--- config.mk ---
export PLATFORM = sky130hd
export DESIGN_NAME = pio_top
export DESIGN_NICKNAME = d
export VERILOG_FILES = /design/src/core/pio_pkg.sv /design/src/core/pio_top.sv
export SDC_FILE = /design/constraint.sdc
export NUM_CORES = 1
export LEC_CHECK = 0
export BUFFER_PORTS_ARGS = -buffer_cell sky130_fd_sc_hd__buf_2
export CORE_MARGIN = 4
export CORE_UTILIZATION = 59
export CTS_BUF_LIST = sky130_fd_sc_hd__clkbuf_4 sky130_fd_sc_hd__clkbuf_8
export CTS_CLUSTER_DIAMETER = 30
export DETAILED_ROUTE_END_ITERATION = 7
export PLACE_DENSITY_LB_ADDON = 0.05
export SLEW_MARGIN = 20
export SYNTH_ARGS = -nofsm -noshare
export SYNTH_HDL_FRONTEND = slang
export SYNTH_SLANG_ARGS = --single-unit
--- constraint.sdc ---
create_clock -name pclk -period 4.2 [get_ports pclk]
set_input_delay 0.21 -clock pclk [delete_from_list [all_inputs] [get_ports pclk]]
set_output_delay 0.21 -clock pclk [all_outputs]
set_load 0.02 [all_outputs]
--- src/core/pio_pkg.sv ---
package pio_pkg;

	// Line and port arrangement
	localparam int NUM_LINES = 48;
	localparam int NUM_GROUPS = 2;
	localparam int GROUP_W = 24;
	localparam int PORT_W = 8;
	localparam int NUM_PORTS = 6;
	localparam int EXT_BIT = 19;

	// APB address: register index times four
	localparam int ADDR_W = 8;
	localparam logic [3:0] IDX_GROUP0_A = 4'h0;
	localparam logic [3:0] IDX_GROUP1_A = 4'h4;
	localparam logic [3:0] IDX_COS_ENABLE = 4'h8;
	localparam logic [3:0] IDX_IRQ_STATUS = 4'h9;
	localparam logic [3:0] IDX_BUFFER_CTRL = 4'ha;
	localparam logic [1:0] SUB_CTRL = 2'h3;

	// Direction control field: a set bit makes the lines inputs
	localparam int DIR_A = 0;
	localparam int DIR_B = 1;
	localparam int DIR_C_LOW = 2;
	localparam int DIR_C_HIGH = 3;
	localparam int DIR_W = 4;

	// Values after reset
	localparam logic [DIR_W-1:0] DIR_RESET = 4'hf;
	localparam logic [NUM_LINES-1:0] LATCH_RESET = 48'h0;
	localparam logic [NUM_PORTS-1:0] COS_EN_RESET = 6'h00;
	localparam logic BUF_SOFT_RESET = 1'b0;
	localparam logic [NUM_LINES-1:0] PIN_RESET = 48'hffff_ffff_ffff; // Pull-up level of idle pins

	// Sticky interrupt sources, read and cleared at the status index
	typedef struct packed
	{
		logic ext1;
		logic ext0;
		logic cos;
	} pio_irq_type;

	localparam pio_irq_type IRQ_RESET = 3'h0;

endpackage

--- src/core/pio_top.sv ---
// How it works
// [RULE_01] 48 lines in two groups, each of three 8-bit ports.
// [RULE_02] Port C of each group splits into two nibbles with own direction.
// [RULE_03] Each port is an input or a latched output holding the last write.
// [RULE_04] Any change on a monitored input sets a latched interrupt request.
// [RULE_05] Six enable bits gate change detection, one per 8-line port.
// [RULE_06] The change interrupt stays set until a software write clears it.
// [RULE_07] Rising edge of the external interrupt bit raises a group interrupt if jumpered.
// [RULE_08] Both external requests and the change request are ORed to one irq.
// [RULE_09] Line drivers follow the direction programmed for each port.
// [RULE_10] Software can disable the line drivers, leaving every line undriven.
// [RULE_11] Sixteen consecutive register locations decoded; base set by the system.
// [RULE_12] After reset no line is driven until software programs outputs.
// [RULE_13] Always-on jumper forces drivers on; soft jumper hands it to a register.
// [RULE_14] Indicator lights whenever an interrupt is pending, until software clears it.
// [RULE_15] Inputs are synchronised and compared with their last sample each cycle.
//
// Our own choices: the placing of the registers and register access over APB.
module pio_top
(
	input wire logic pclk,
	input wire logic presetn,
	input wire logic psel,
	input wire logic penable,
	input wire logic pwrite,
	input wire logic [pio_pkg::ADDR_W-1:0] paddr,
	input wire logic [31:0] pwdata,
	output logic [31:0] prdata,
	output logic pready,
	output logic pslverr,
	input wire logic [pio_pkg::NUM_LINES-1:0] line_in,
	output logic [pio_pkg::NUM_LINES-1:0] line_out,
	output logic [pio_pkg::NUM_LINES-1:0] line_oe,
	input wire logic [pio_pkg::NUM_GROUPS-1:0] external_irq_jumper,
	input wire logic buffer_always_on_jumper,
	input wire logic buffer_soft_control_jumper,
	output logic irq,
	output logic irq_led
);

	////////////////////////////////////////////////////////////////////////////
	// Direction field of one group widened to a per-line input mask
	function automatic logic [pio_pkg::GROUP_W-1:0] group_in_mask
	(
		input logic [pio_pkg::DIR_W-1:0] dir
	);
		group_in_mask = {{4{dir[pio_pkg::DIR_C_HIGH]}}, {4{dir[pio_pkg::DIR_C_LOW]}}, // [RULE_02]
			{8{dir[pio_pkg::DIR_B]}}, {8{dir[pio_pkg::DIR_A]}}}; // [RULE_03]
	endfunction

	// First line of the port that a data index selects; a group spans 24 lines,
	// so the group bit cannot simply be glued above the port number
	function automatic logic [5:0] port_base
	(
		input logic [3:0] index
	);
		port_base = (index[2] ? 6'(pio_pkg::GROUP_W) : 6'h0) + {1'b0, index[1:0], 3'h0}; // [RULE_01]
	endfunction

	logic [pio_pkg::NUM_LINES-1:0] latch;
	logic [pio_pkg::NUM_LINES-1:0] next_latch;
	logic [pio_pkg::DIR_W-1:0] dir [pio_pkg::NUM_GROUPS];
	logic [pio_pkg::DIR_W-1:0] next_dir [pio_pkg::NUM_GROUPS];
	logic [pio_pkg::NUM_PORTS-1:0] cos_en;
	logic [pio_pkg::NUM_PORTS-1:0] next_cos_en;
	logic buf_soft;
	logic next_buf_soft;
	pio_pkg::pio_irq_type status;
	pio_pkg::pio_irq_type next_status;
	pio_pkg::pio_irq_type set_ev;
	logic [pio_pkg::NUM_LINES-1:0] sync1;
	logic [pio_pkg::NUM_LINES-1:0] sync2;
	logic [pio_pkg::NUM_LINES-1:0] prev;
	logic [pio_pkg::NUM_LINES-1:0] in_mask;
	logic [pio_pkg::NUM_LINES-1:0] mon_mask;
	logic [pio_pkg::NUM_LINES-1:0] next_line_out;
	logic [pio_pkg::NUM_LINES-1:0] next_line_oe;
	logic [pio_pkg::NUM_LINES-1:0] rd_lines;
	logic [pio_pkg::NUM_GROUPS-1:0] ext_rise;
	logic buf_on;
	logic next_irq;
	logic next_prdata_valid;
	logic [31:0] next_prdata;
	logic next_pready;
	logic next_pslverr;
	logic [3:0] idx;
	logic addr_ok;
	logic wr;

	////////////////////////////////////////////////////////////////////////////
	// Per-group masks, external interrupt bit edge and monitored lines
	// Line number is group times 24, plus port times 8, plus bit
	genvar g;
	genvar k;
	generate
		for (g = 0; g < pio_pkg::NUM_GROUPS; g++) // [RULE_01]
		begin : gen_group
			assign in_mask[g*pio_pkg::GROUP_W +: pio_pkg::GROUP_W] = group_in_mask(dir[g]);
			// Edge, not level; only when the jumper routes it and the bit is an input
			assign ext_rise[g] = external_irq_jumper[g] // [RULE_07]
				& in_mask[g*pio_pkg::GROUP_W + pio_pkg::EXT_BIT]
				& sync2[g*pio_pkg::GROUP_W + pio_pkg::EXT_BIT]
				& ~prev[g*pio_pkg::GROUP_W + pio_pkg::EXT_BIT];
		end
		for (k = 0; k < pio_pkg::NUM_PORTS; k++)
		begin : gen_port
			// Output bits of a split port C are never watched
			assign mon_mask[k*pio_pkg::PORT_W +: pio_pkg::PORT_W] =
				{pio_pkg::PORT_W{cos_en[k]}} & in_mask[k*pio_pkg::PORT_W +: pio_pkg::PORT_W]; // [RULE_05]
		end
	endgenerate

	// Inputs read their pin, outputs read back their latch
	assign rd_lines = (in_mask & sync2) | (~in_mask & latch); // [RULE_03]
	assign set_ev.cos = |((sync2 ^ prev) & mon_mask); // [RULE_04] [RULE_15]
	assign set_ev.ext0 = ext_rise[0];
	assign set_ev.ext1 = ext_rise[1];
	// Neither jumper fitted leaves every driver off; the always-on
	// jumper overrides whatever software left in the soft bit
	assign buf_on = buffer_always_on_jumper | (buffer_soft_control_jumper & buf_soft); // [RULE_13]

	////////////////////////////////////////////////////////////////////////////
	// Data index layout; the byte address is four times the index
	//   0, 1, 2  group 0 ports A, B and C
	//   3        group 0 direction, a set bit makes lines inputs
	//   4, 5, 6  group 1 ports A, B and C
	//   7        group 1 direction
	//   8        change detection enables, one bit per port
	//   9        sticky interrupt status, a written one clears a bit
	//   10       buffer control: soft enable, effective enable
	//   11 to 15 spare: read as zero, writes ignored
	// Reads show the pin on input bits and the latch on output bits
	// Every setup is answered at once, so the bus never stalls;
	// an unmapped address still completes, flagged by pslverr
	// APB decode: index is paddr[5:2], upper bits must be zero
	assign idx = paddr[5:2];
	assign addr_ok = (paddr[pio_pkg::ADDR_W-1:6] == 2'h0); // [RULE_11]
	assign wr = psel & penable & pready & pwrite & addr_ok;

	// Zero-wait slave: answer registered in setup, presented in access
	always_comb
	begin
		next_pready = psel & ~penable;
		next_pslverr = psel & ~penable & ~addr_ok;
		next_prdata_valid = psel & ~penable & ~pwrite & addr_ok;
		next_prdata = 32'h0;
		if (!next_prdata_valid)
		begin
			next_prdata = 32'h0;
		end
		else if (idx < pio_pkg::IDX_COS_ENABLE)
		begin
			if (idx[1:0] == pio_pkg::SUB_CTRL)
			begin
				next_prdata = {28'h0, dir[idx[2]]};
			end
			else
			begin
				next_prdata = {24'h0, rd_lines[port_base(idx) +: 8]};
			end
		end
		else if (idx == pio_pkg::IDX_COS_ENABLE)
		begin
			next_prdata = {26'h0, cos_en};
		end
		else if (idx == pio_pkg::IDX_IRQ_STATUS)
		begin
			next_prdata = {29'h0, status};
		end
		else if (idx == pio_pkg::IDX_BUFFER_CTRL)
		begin
			next_prdata = {30'h0, buf_on, buf_soft};
		end
		else
		begin
			next_prdata = 32'h0; // Spare locations read as zero
		end
	end

	always_ff @(posedge pclk or negedge presetn)
	begin
		if (!presetn)
		begin
			pready <= 1'b0;
			pslverr <= 1'b0;
			prdata <= 32'h0;
		end
		else
		begin
			pready <= next_pready;
			pslverr <= next_pslverr;
			prdata <= next_prdata;
		end
	end

	////////////////////////////////////////////////////////////////////////////
	// Software-visible registers
	always_comb
	begin
		next_latch = latch;
		next_dir = dir;
		next_cos_en = cos_en;
		next_buf_soft = buf_soft;
		// Status bits: 0 change detect, 1 group 0 external, 2 group 1 external.
		// A written one clears a bit, but an event in the same clock keeps it,
		// so no event is lost while software acknowledges an older one.
		// Hardware set beats a clear in the same cycle
		next_status = status | set_ev; // [RULE_04] [RULE_07]
		if (wr && idx < pio_pkg::IDX_COS_ENABLE)
		begin
			if (idx[1:0] == pio_pkg::SUB_CTRL)
			begin
				next_dir[idx[2]] = pwdata[pio_pkg::DIR_W-1:0]; // [RULE_09]
			end
			else
			begin
				next_latch[port_base(idx) +: 8] = pwdata[7:0]; // [RULE_03]
			end
		end
		else if (wr && idx == pio_pkg::IDX_COS_ENABLE)
		begin
			next_cos_en = pwdata[pio_pkg::NUM_PORTS-1:0]; // [RULE_05]
		end
		else if (wr && idx == pio_pkg::IDX_IRQ_STATUS)
		begin
			next_status = (status & ~pwdata[2:0]) | set_ev; // [RULE_06]
		end
		else if (wr && idx == pio_pkg::IDX_BUFFER_CTRL)
		begin
			next_buf_soft = pwdata[0]; // [RULE_10]
		end
	end

	// Reset leaves every port an input and every latch clear,
	// so nothing drives the pins until software asks for it
	always_ff @(posedge pclk or negedge presetn)
	begin
		if (!presetn)
		begin
			latch <= pio_pkg::LATCH_RESET;
			dir[0] <= pio_pkg::DIR_RESET; // [RULE_12]
			dir[1] <= pio_pkg::DIR_RESET;
			cos_en <= pio_pkg::COS_EN_RESET;
			buf_soft <= pio_pkg::BUF_SOFT_RESET;
			status <= pio_pkg::IRQ_RESET;
		end
		else
		begin
			latch <= next_latch;
			dir <= next_dir;
			cos_en <= next_cos_en;
			buf_soft <= next_buf_soft;
			status <= next_status;
		end
	end

	////////////////////////////////////////////////////////////////////////////
	// Pin side: drivers, synchroniser and interrupt outputs
	// Limitations for users of the pin side:
	// a level lasting less than one clock may never reach sync2;
	// turning a port to input can fire a change event if its pin differs
	// from the last sample, so enable detection after the turn;
	// the drivers follow the jumpers at the next edge, a soft bit write one edge later;
	// irq and the indicator share one source, so they rise and fall together
	always_comb
	begin
		next_line_out = next_latch;
		next_line_oe = {pio_pkg::NUM_LINES{buf_on}} & ~group_in_mask_all(next_dir); // [RULE_09] [RULE_10]
		next_irq = |next_status; // [RULE_08]
	end

	function automatic logic [pio_pkg::NUM_LINES-1:0] group_in_mask_all
	(
		input logic [pio_pkg::DIR_W-1:0] d [pio_pkg::NUM_GROUPS]
	);
		group_in_mask_all = {group_in_mask(d[1]), group_in_mask(d[0])};
	endfunction

	// Two flops then a history copy; only sync2 and prev feed logic
	// Pins rest high, so the history starts high: no false edge after reset
	always_ff @(posedge pclk or negedge presetn)
	begin
		if (!presetn)
		begin
			sync1 <= pio_pkg::PIN_RESET;
			sync2 <= pio_pkg::PIN_RESET;
			prev <= pio_pkg::PIN_RESET;
			line_out <= pio_pkg::LATCH_RESET;
			line_oe <= 48'h0; // [RULE_12]
			irq <= 1'b0;
			irq_led <= 1'b0;
		end
		else
		begin
			sync1 <= line_in;
			sync2 <= sync1; // [RULE_15]
			prev <= sync2;
			line_out <= next_line_out;
			line_oe <= next_line_oe;
			irq <= next_irq;
			irq_led <= next_irq; // [RULE_14]
		end
	end

endmodule // pio_top

# == Yosys cells after proc, flatten, opt, wreduce, memory -nomap -nowiden ==
# Cells that the tools add are included.
# totals
inputBits,97
output_inout_bits,132
reg_bits,293
# classes
shifts,3
order_cmp,3
n_mux,19
n_reduce_logical,11
eq_ne,4
bitwise,44
addsub,2
# ops
operator,n
AND 48 bit,4
NOT 48 bit,2
2-to-1 mux 32 bit,2
AND 8 bit,6
bitwise mux 48 bit,1
OR 48 bit,1
OR reduction 48 bit,1
variable shift 8 x 8 -> 48 bit (first input constant),1
variable part select 48 x 7 -> 8 bit,1
variable part select 8 x 8 -> 48 bit,1
XOR 48 bit,1
2-to-1 mux 8 bit,3
2-to-1 mux 4 bit,4
AND 1 bit,15
== test 4 bit (second input constant),3
2-to-1 mux 3 bit,4
NOT 1 bit,9
bitwise mux 8 bit,1
negation 6 -> 8 bit,1
adder 5 x 5 -> 6 bit,1
2-to-1 mux 6 bit,1
OR 3 bit,2
logical AND 1 bit,5
2-to-1 mux 5 bit,1
other kinds (14),15

# == Depth between registers and ports, before layout ==
# logic_depth
word_depth,10
mapped_depth,12
mapped_depth_nobuf,9

# == Worst setup path before layout ==
# OpenSTA, ideal clock, no wires.
# synth_timing
kind,input to register
startpoint,input paddr[2] (netlist bit)
endpoint,register line_out[16] (netlist bit)
t_required_ns,4.075
setup_ns,0.125
arrival_time_ns,2.722
stages,9
path_slack_ns,1.354
n_path_buf,0
path_cell_list,ha_1 fa_1 inv_2 ha_1 ha_1 nor4_4 nand3_2 nor3b_4 mux2_2
# synth_via
elab_chain_cells,4
# synth_lines
element,line,source
"start, declared",pio_top.sv:26,"input wire logic [pio_pkg::ADDR_W-1:0] paddr,"
adder 5 x 5 -> 6 bit,pio_top.sv:57,"port_base = (index[2] ? 6'(pio_pkg::GROUP_W) : 6'h0) + {1'b0, index[1:0], 3'h0};"
negation 6 -> 8 bit,pio_top.sv:217,next_latch[port_base(idx) +: 8] = pwdata[7:0];
variable part select 8 x 8 -> 48 bit / variable shift 8 x 8 -> 48 bit (equally long branches),pio_top.sv:217,
bitwise mux 48 bit,pio_top.sv:217,
"end signal, assigned",pio_top.sv:288,line_out <= pio_pkg::LATCH_RESET;
"end signal, assigned",pio_top.sv:298,line_out <= next_line_out;
"end, declared",pio_top.sv:32,"output logic [pio_pkg::NUM_LINES-1:0] line_out,"
# Several ways; a longest one is shown, not always the timed one.
# A chain may end at the register's enable or synchronous reset.

# == Worst setup path in the final report ==
# layout_timing
startpoint,input paddr[2] (netlist bit)
endpoint,register line_out[22] (netlist bit)
# The elaborated chain is that of the path after synthesis.

==> flow_summary.toml <==
[synth]
ys_top_cells_by_area = "dfstp_2 43%, dfrtp_1 21%, mux2_2 6.2%"
async_flop_share_pct = 100.0
ys_ff_latch = 229
synth_edf_count = 0
yosysMostFrequentCell = "dfstp_2"
synth.avg_cell_area_um2 = 14.17
synth_top_area_share_pct = 43.10
synth_area_um2 = 9266
synth.distinct_cells = 53
ys_seq_area_share_pct = 63.89
yosys_most_used_dff = "dfstp_2"
synth_common_cells = "152 x dfstp_2, 77 x dfrtp_1, 66 x buf_4, 51 x mux2_2, 46 x mux2i_1"
yosys_warnings = 0
synth_top_cell_by_area = "dfstp_2"
synthCells = 654

[detailed_routing]
drc = 0
routedWlPerCell_um = 19.18
finalWirelength_um = 21310
routed_via_density = 5.256
drtPass1Iterations = 5
antenna_left = 0
drtIter0Drc = 446
vias = 5839

[critical_path]
cpPeakStageDelay_ns = 0.56
crit_path_cell_trace = "buf_2, ha_1, fa_1, inv_2, ha_1, ha_1, nor4_4, nand3_2, nor3b_4, mux2_2"
cpMaxStageDelayCell = "nor3b_4"
path_class = "in -> reg"
crit_required_ns = 4.62
r2r_slack_ns = 1.80
cp_top_family = "adder cells"
crit_top_cell = "ha_1"
critPathMaxFanout = 11
timing.rr.start = "pready$_DFF_PN0_"
crit_path_end_kind = "flop"
worstRegToRegCells = 4
cp.arrival_ns = 3.34
crit_buf_inv = 2
start_kind = "primary input"
reg2reg_to = "line_out[7]$_DFFE_PN0P_"

[sta]
max_freq_mhz = 341.9
clock_skew_ns = 0.03832
setup_viol_count_final = 0
hold_slack_ns = 0.04672
maxSlewHeadroom_pct = 37.41
tightestPinTransition_ns = 0.9389
final.setup.tns_ns = 0
rsz0062_at_grt = "no"
drv_slew = 0
fin_crit_sh_pct = 69.64
final.min_clock_period_ns = 2.925
layout_setup_ws_ns = 1.275
hold_viol = 0

[layout]
nets = 968
final_cell_area_um2 = 11500
multi_input_comb_area_um2 = 2775
antenna_cells = 0
final_layout_size_suffix_gt1_share_pct = 53.44
seqCellArea_um2 = 5921
area.growth.synth_to_final_pct = 24.08
fillers = 997

[clocking]
cts.reportedPaths.clkPinSlew_ns = 0.06
cts_tree = "done"
htreeDepth = 2
clk_root_buffer_cell = "clkbuf_8"
clk-insertion-delay-late_ns = 0.55
cts_sinks = 229
cts_buffers = 43
cts_buffer_depth = 3

[status]
status = "completed"

[floorplan]
die_h_um = 133.3
die_w_um = 133.3
initial_core_util_pct = 60.51
coreArea_um2 = 15310
num_rows = 45
ioPinCount = 229
dieArea_um2 = 17770

[min_path]
min-delay-path-class = "in -> reg"
min_path_cells = 3
min_to = "status[2]$_DFF_PN0_"
min-delay-start = "external_irq_jumper[1]"

[power]
p_per_area_nw_per_um2 = 456.9
total_power_w = 0.005253
power.leakage_nw = 5.091
vdd_drop_max_mv = 0.4008

[placement]
post-place-ws_ns = 0.7365
placed_area_um2 = 9948
place_congestion = 0.9043
dpl.hpwl_um = 14490
port-buffer-count = 178

[global_routing]
grt_antenna_before_repair = 0
grt_pass1_vias = 6168
globalRouteTotalUtil_pct = 24.25
grt_overflow = 0
grt_max_degree = 135
grt_pass1_wl_um = 33750

[flow_run]
cap_violations = 0
==> worst min-delay path, cell delays in order <==
cell and delay [ns]:
buf_2 0.10, nand4b_1 0.17, nand2_1 0.07
==> how the worst max path moves through the flow <==
stage	depth (start not counted)	startpoint	slack [ns]	to
finish	10	paddr[2]	1.28	line_out[22]$_DFFE_PN0P_
global route	10	paddr[2]	1.17	line_out[18]$_DFFE_PN0P_
CTS	10	paddr[2]	1.28	line_out[22]$_DFFE_PN0P_
detailed placement	10	paddr[2]	0.74	line_out[22]$_DFFE_PN0P_
global placement	10	paddr[2]	0.81	line_out[18]$_DFFE_PN0P_
floorplan	9	paddr[2]	1.35	line_out[16]$_DFFE_PN0P_
==> what timing repair did <==
action / CTS / global route
buffers inserted: 0 / 0
hold endpoints to repair: 100 / 0
resized for setup: 0 / 0
hold buffers: 54 / 0
==> cells by family after synthesis <==
logic type,count (synthesis),synth area share [%]
AO/OA/AOI/OAI,54,3.848
XOR/XNOR,48,4.537
adder cells (fa/ha/maj),5,0.7562
buffers and inverters,106,7.089
flip-flops,229,63.89
multiplexers,105,13.11
other,1,0.04047
AND/OR/NAND/NOR,106,6.724
==> cells in the final DEF, fill, tap and decap left out, types with 7 or more instances in the layout <==
cell type	netlist	final
buf_2	9	177
dfstp_2	152	152
dfrtp_1	77	77
dlygate4sd3_1	0	54
mux2_2	51	51
clkbuf_8	0	47
mux2i_1	46	46
xnor2_1	32	32
nand2_1	29	29
conb_1	1	24
nor2_1	17	17
xor2_1	16	16
o21ai_0	15	15
inv_1	14	14
nand3_1	13	13
clkinv_2	0	11
nand4_1	8	8
mux4_2	8	8
clkbuf_4	0	8
a21oi_1	7	7
==> through the flow <==
stage | util, % | cells
floorplan | - | 677
global placement | 64.96 | 978
detailed placement | 64.96 | 978
CTS | 75.07 | 1111
global route | 75.07 | 1111
finish | 75.07 | 1111
==> final cells by class <==
cell class	count	share of cell area [%]
sequential	229	51.50
clock inverter	24	2.623
clock buffer	55	6.149
timing repair buffer	234	12.78
multi-input combinational	342	24.14
tap	211	2.296
inverter	16	0.5224
==> power breakdown <==
| part | internal, W | switching (W) |
|---|---|---|
| Clock | 0.00150 | 0.000940 |
| Sequential | 0.00235 | 0.0000649 |
| Combinational | 0.000159 | 0.000237 |
| Total | 0.00401 | 0.00124 |
==> per-layer routing <==
| layer | vias to the layer above | part of all wire (%) | track usage (%) |
|---|---|---|---|
| met3 | 44 | 6.6 | 5.778 |
| li1 | 2607 | - | - |
| met4 | 0 | 2.4 | 8.743 |
| met1 | 2937 | 41 | 31.91 |
| met2 | 251 | 50 | 39.79 |
| met5 | - | 0 | 0 |
==> state kept, by name, summed over array words and instances (netlist names) <==
register and flops:
sync1 48, line_oe 8, cos_en 6, prev 48, pready 1, prdata 8
irq_led 1, line_out 48, status 3, sync2 48, buf_soft 1, pslverr 1
dir 8
(Power assumes the default switching activity.)
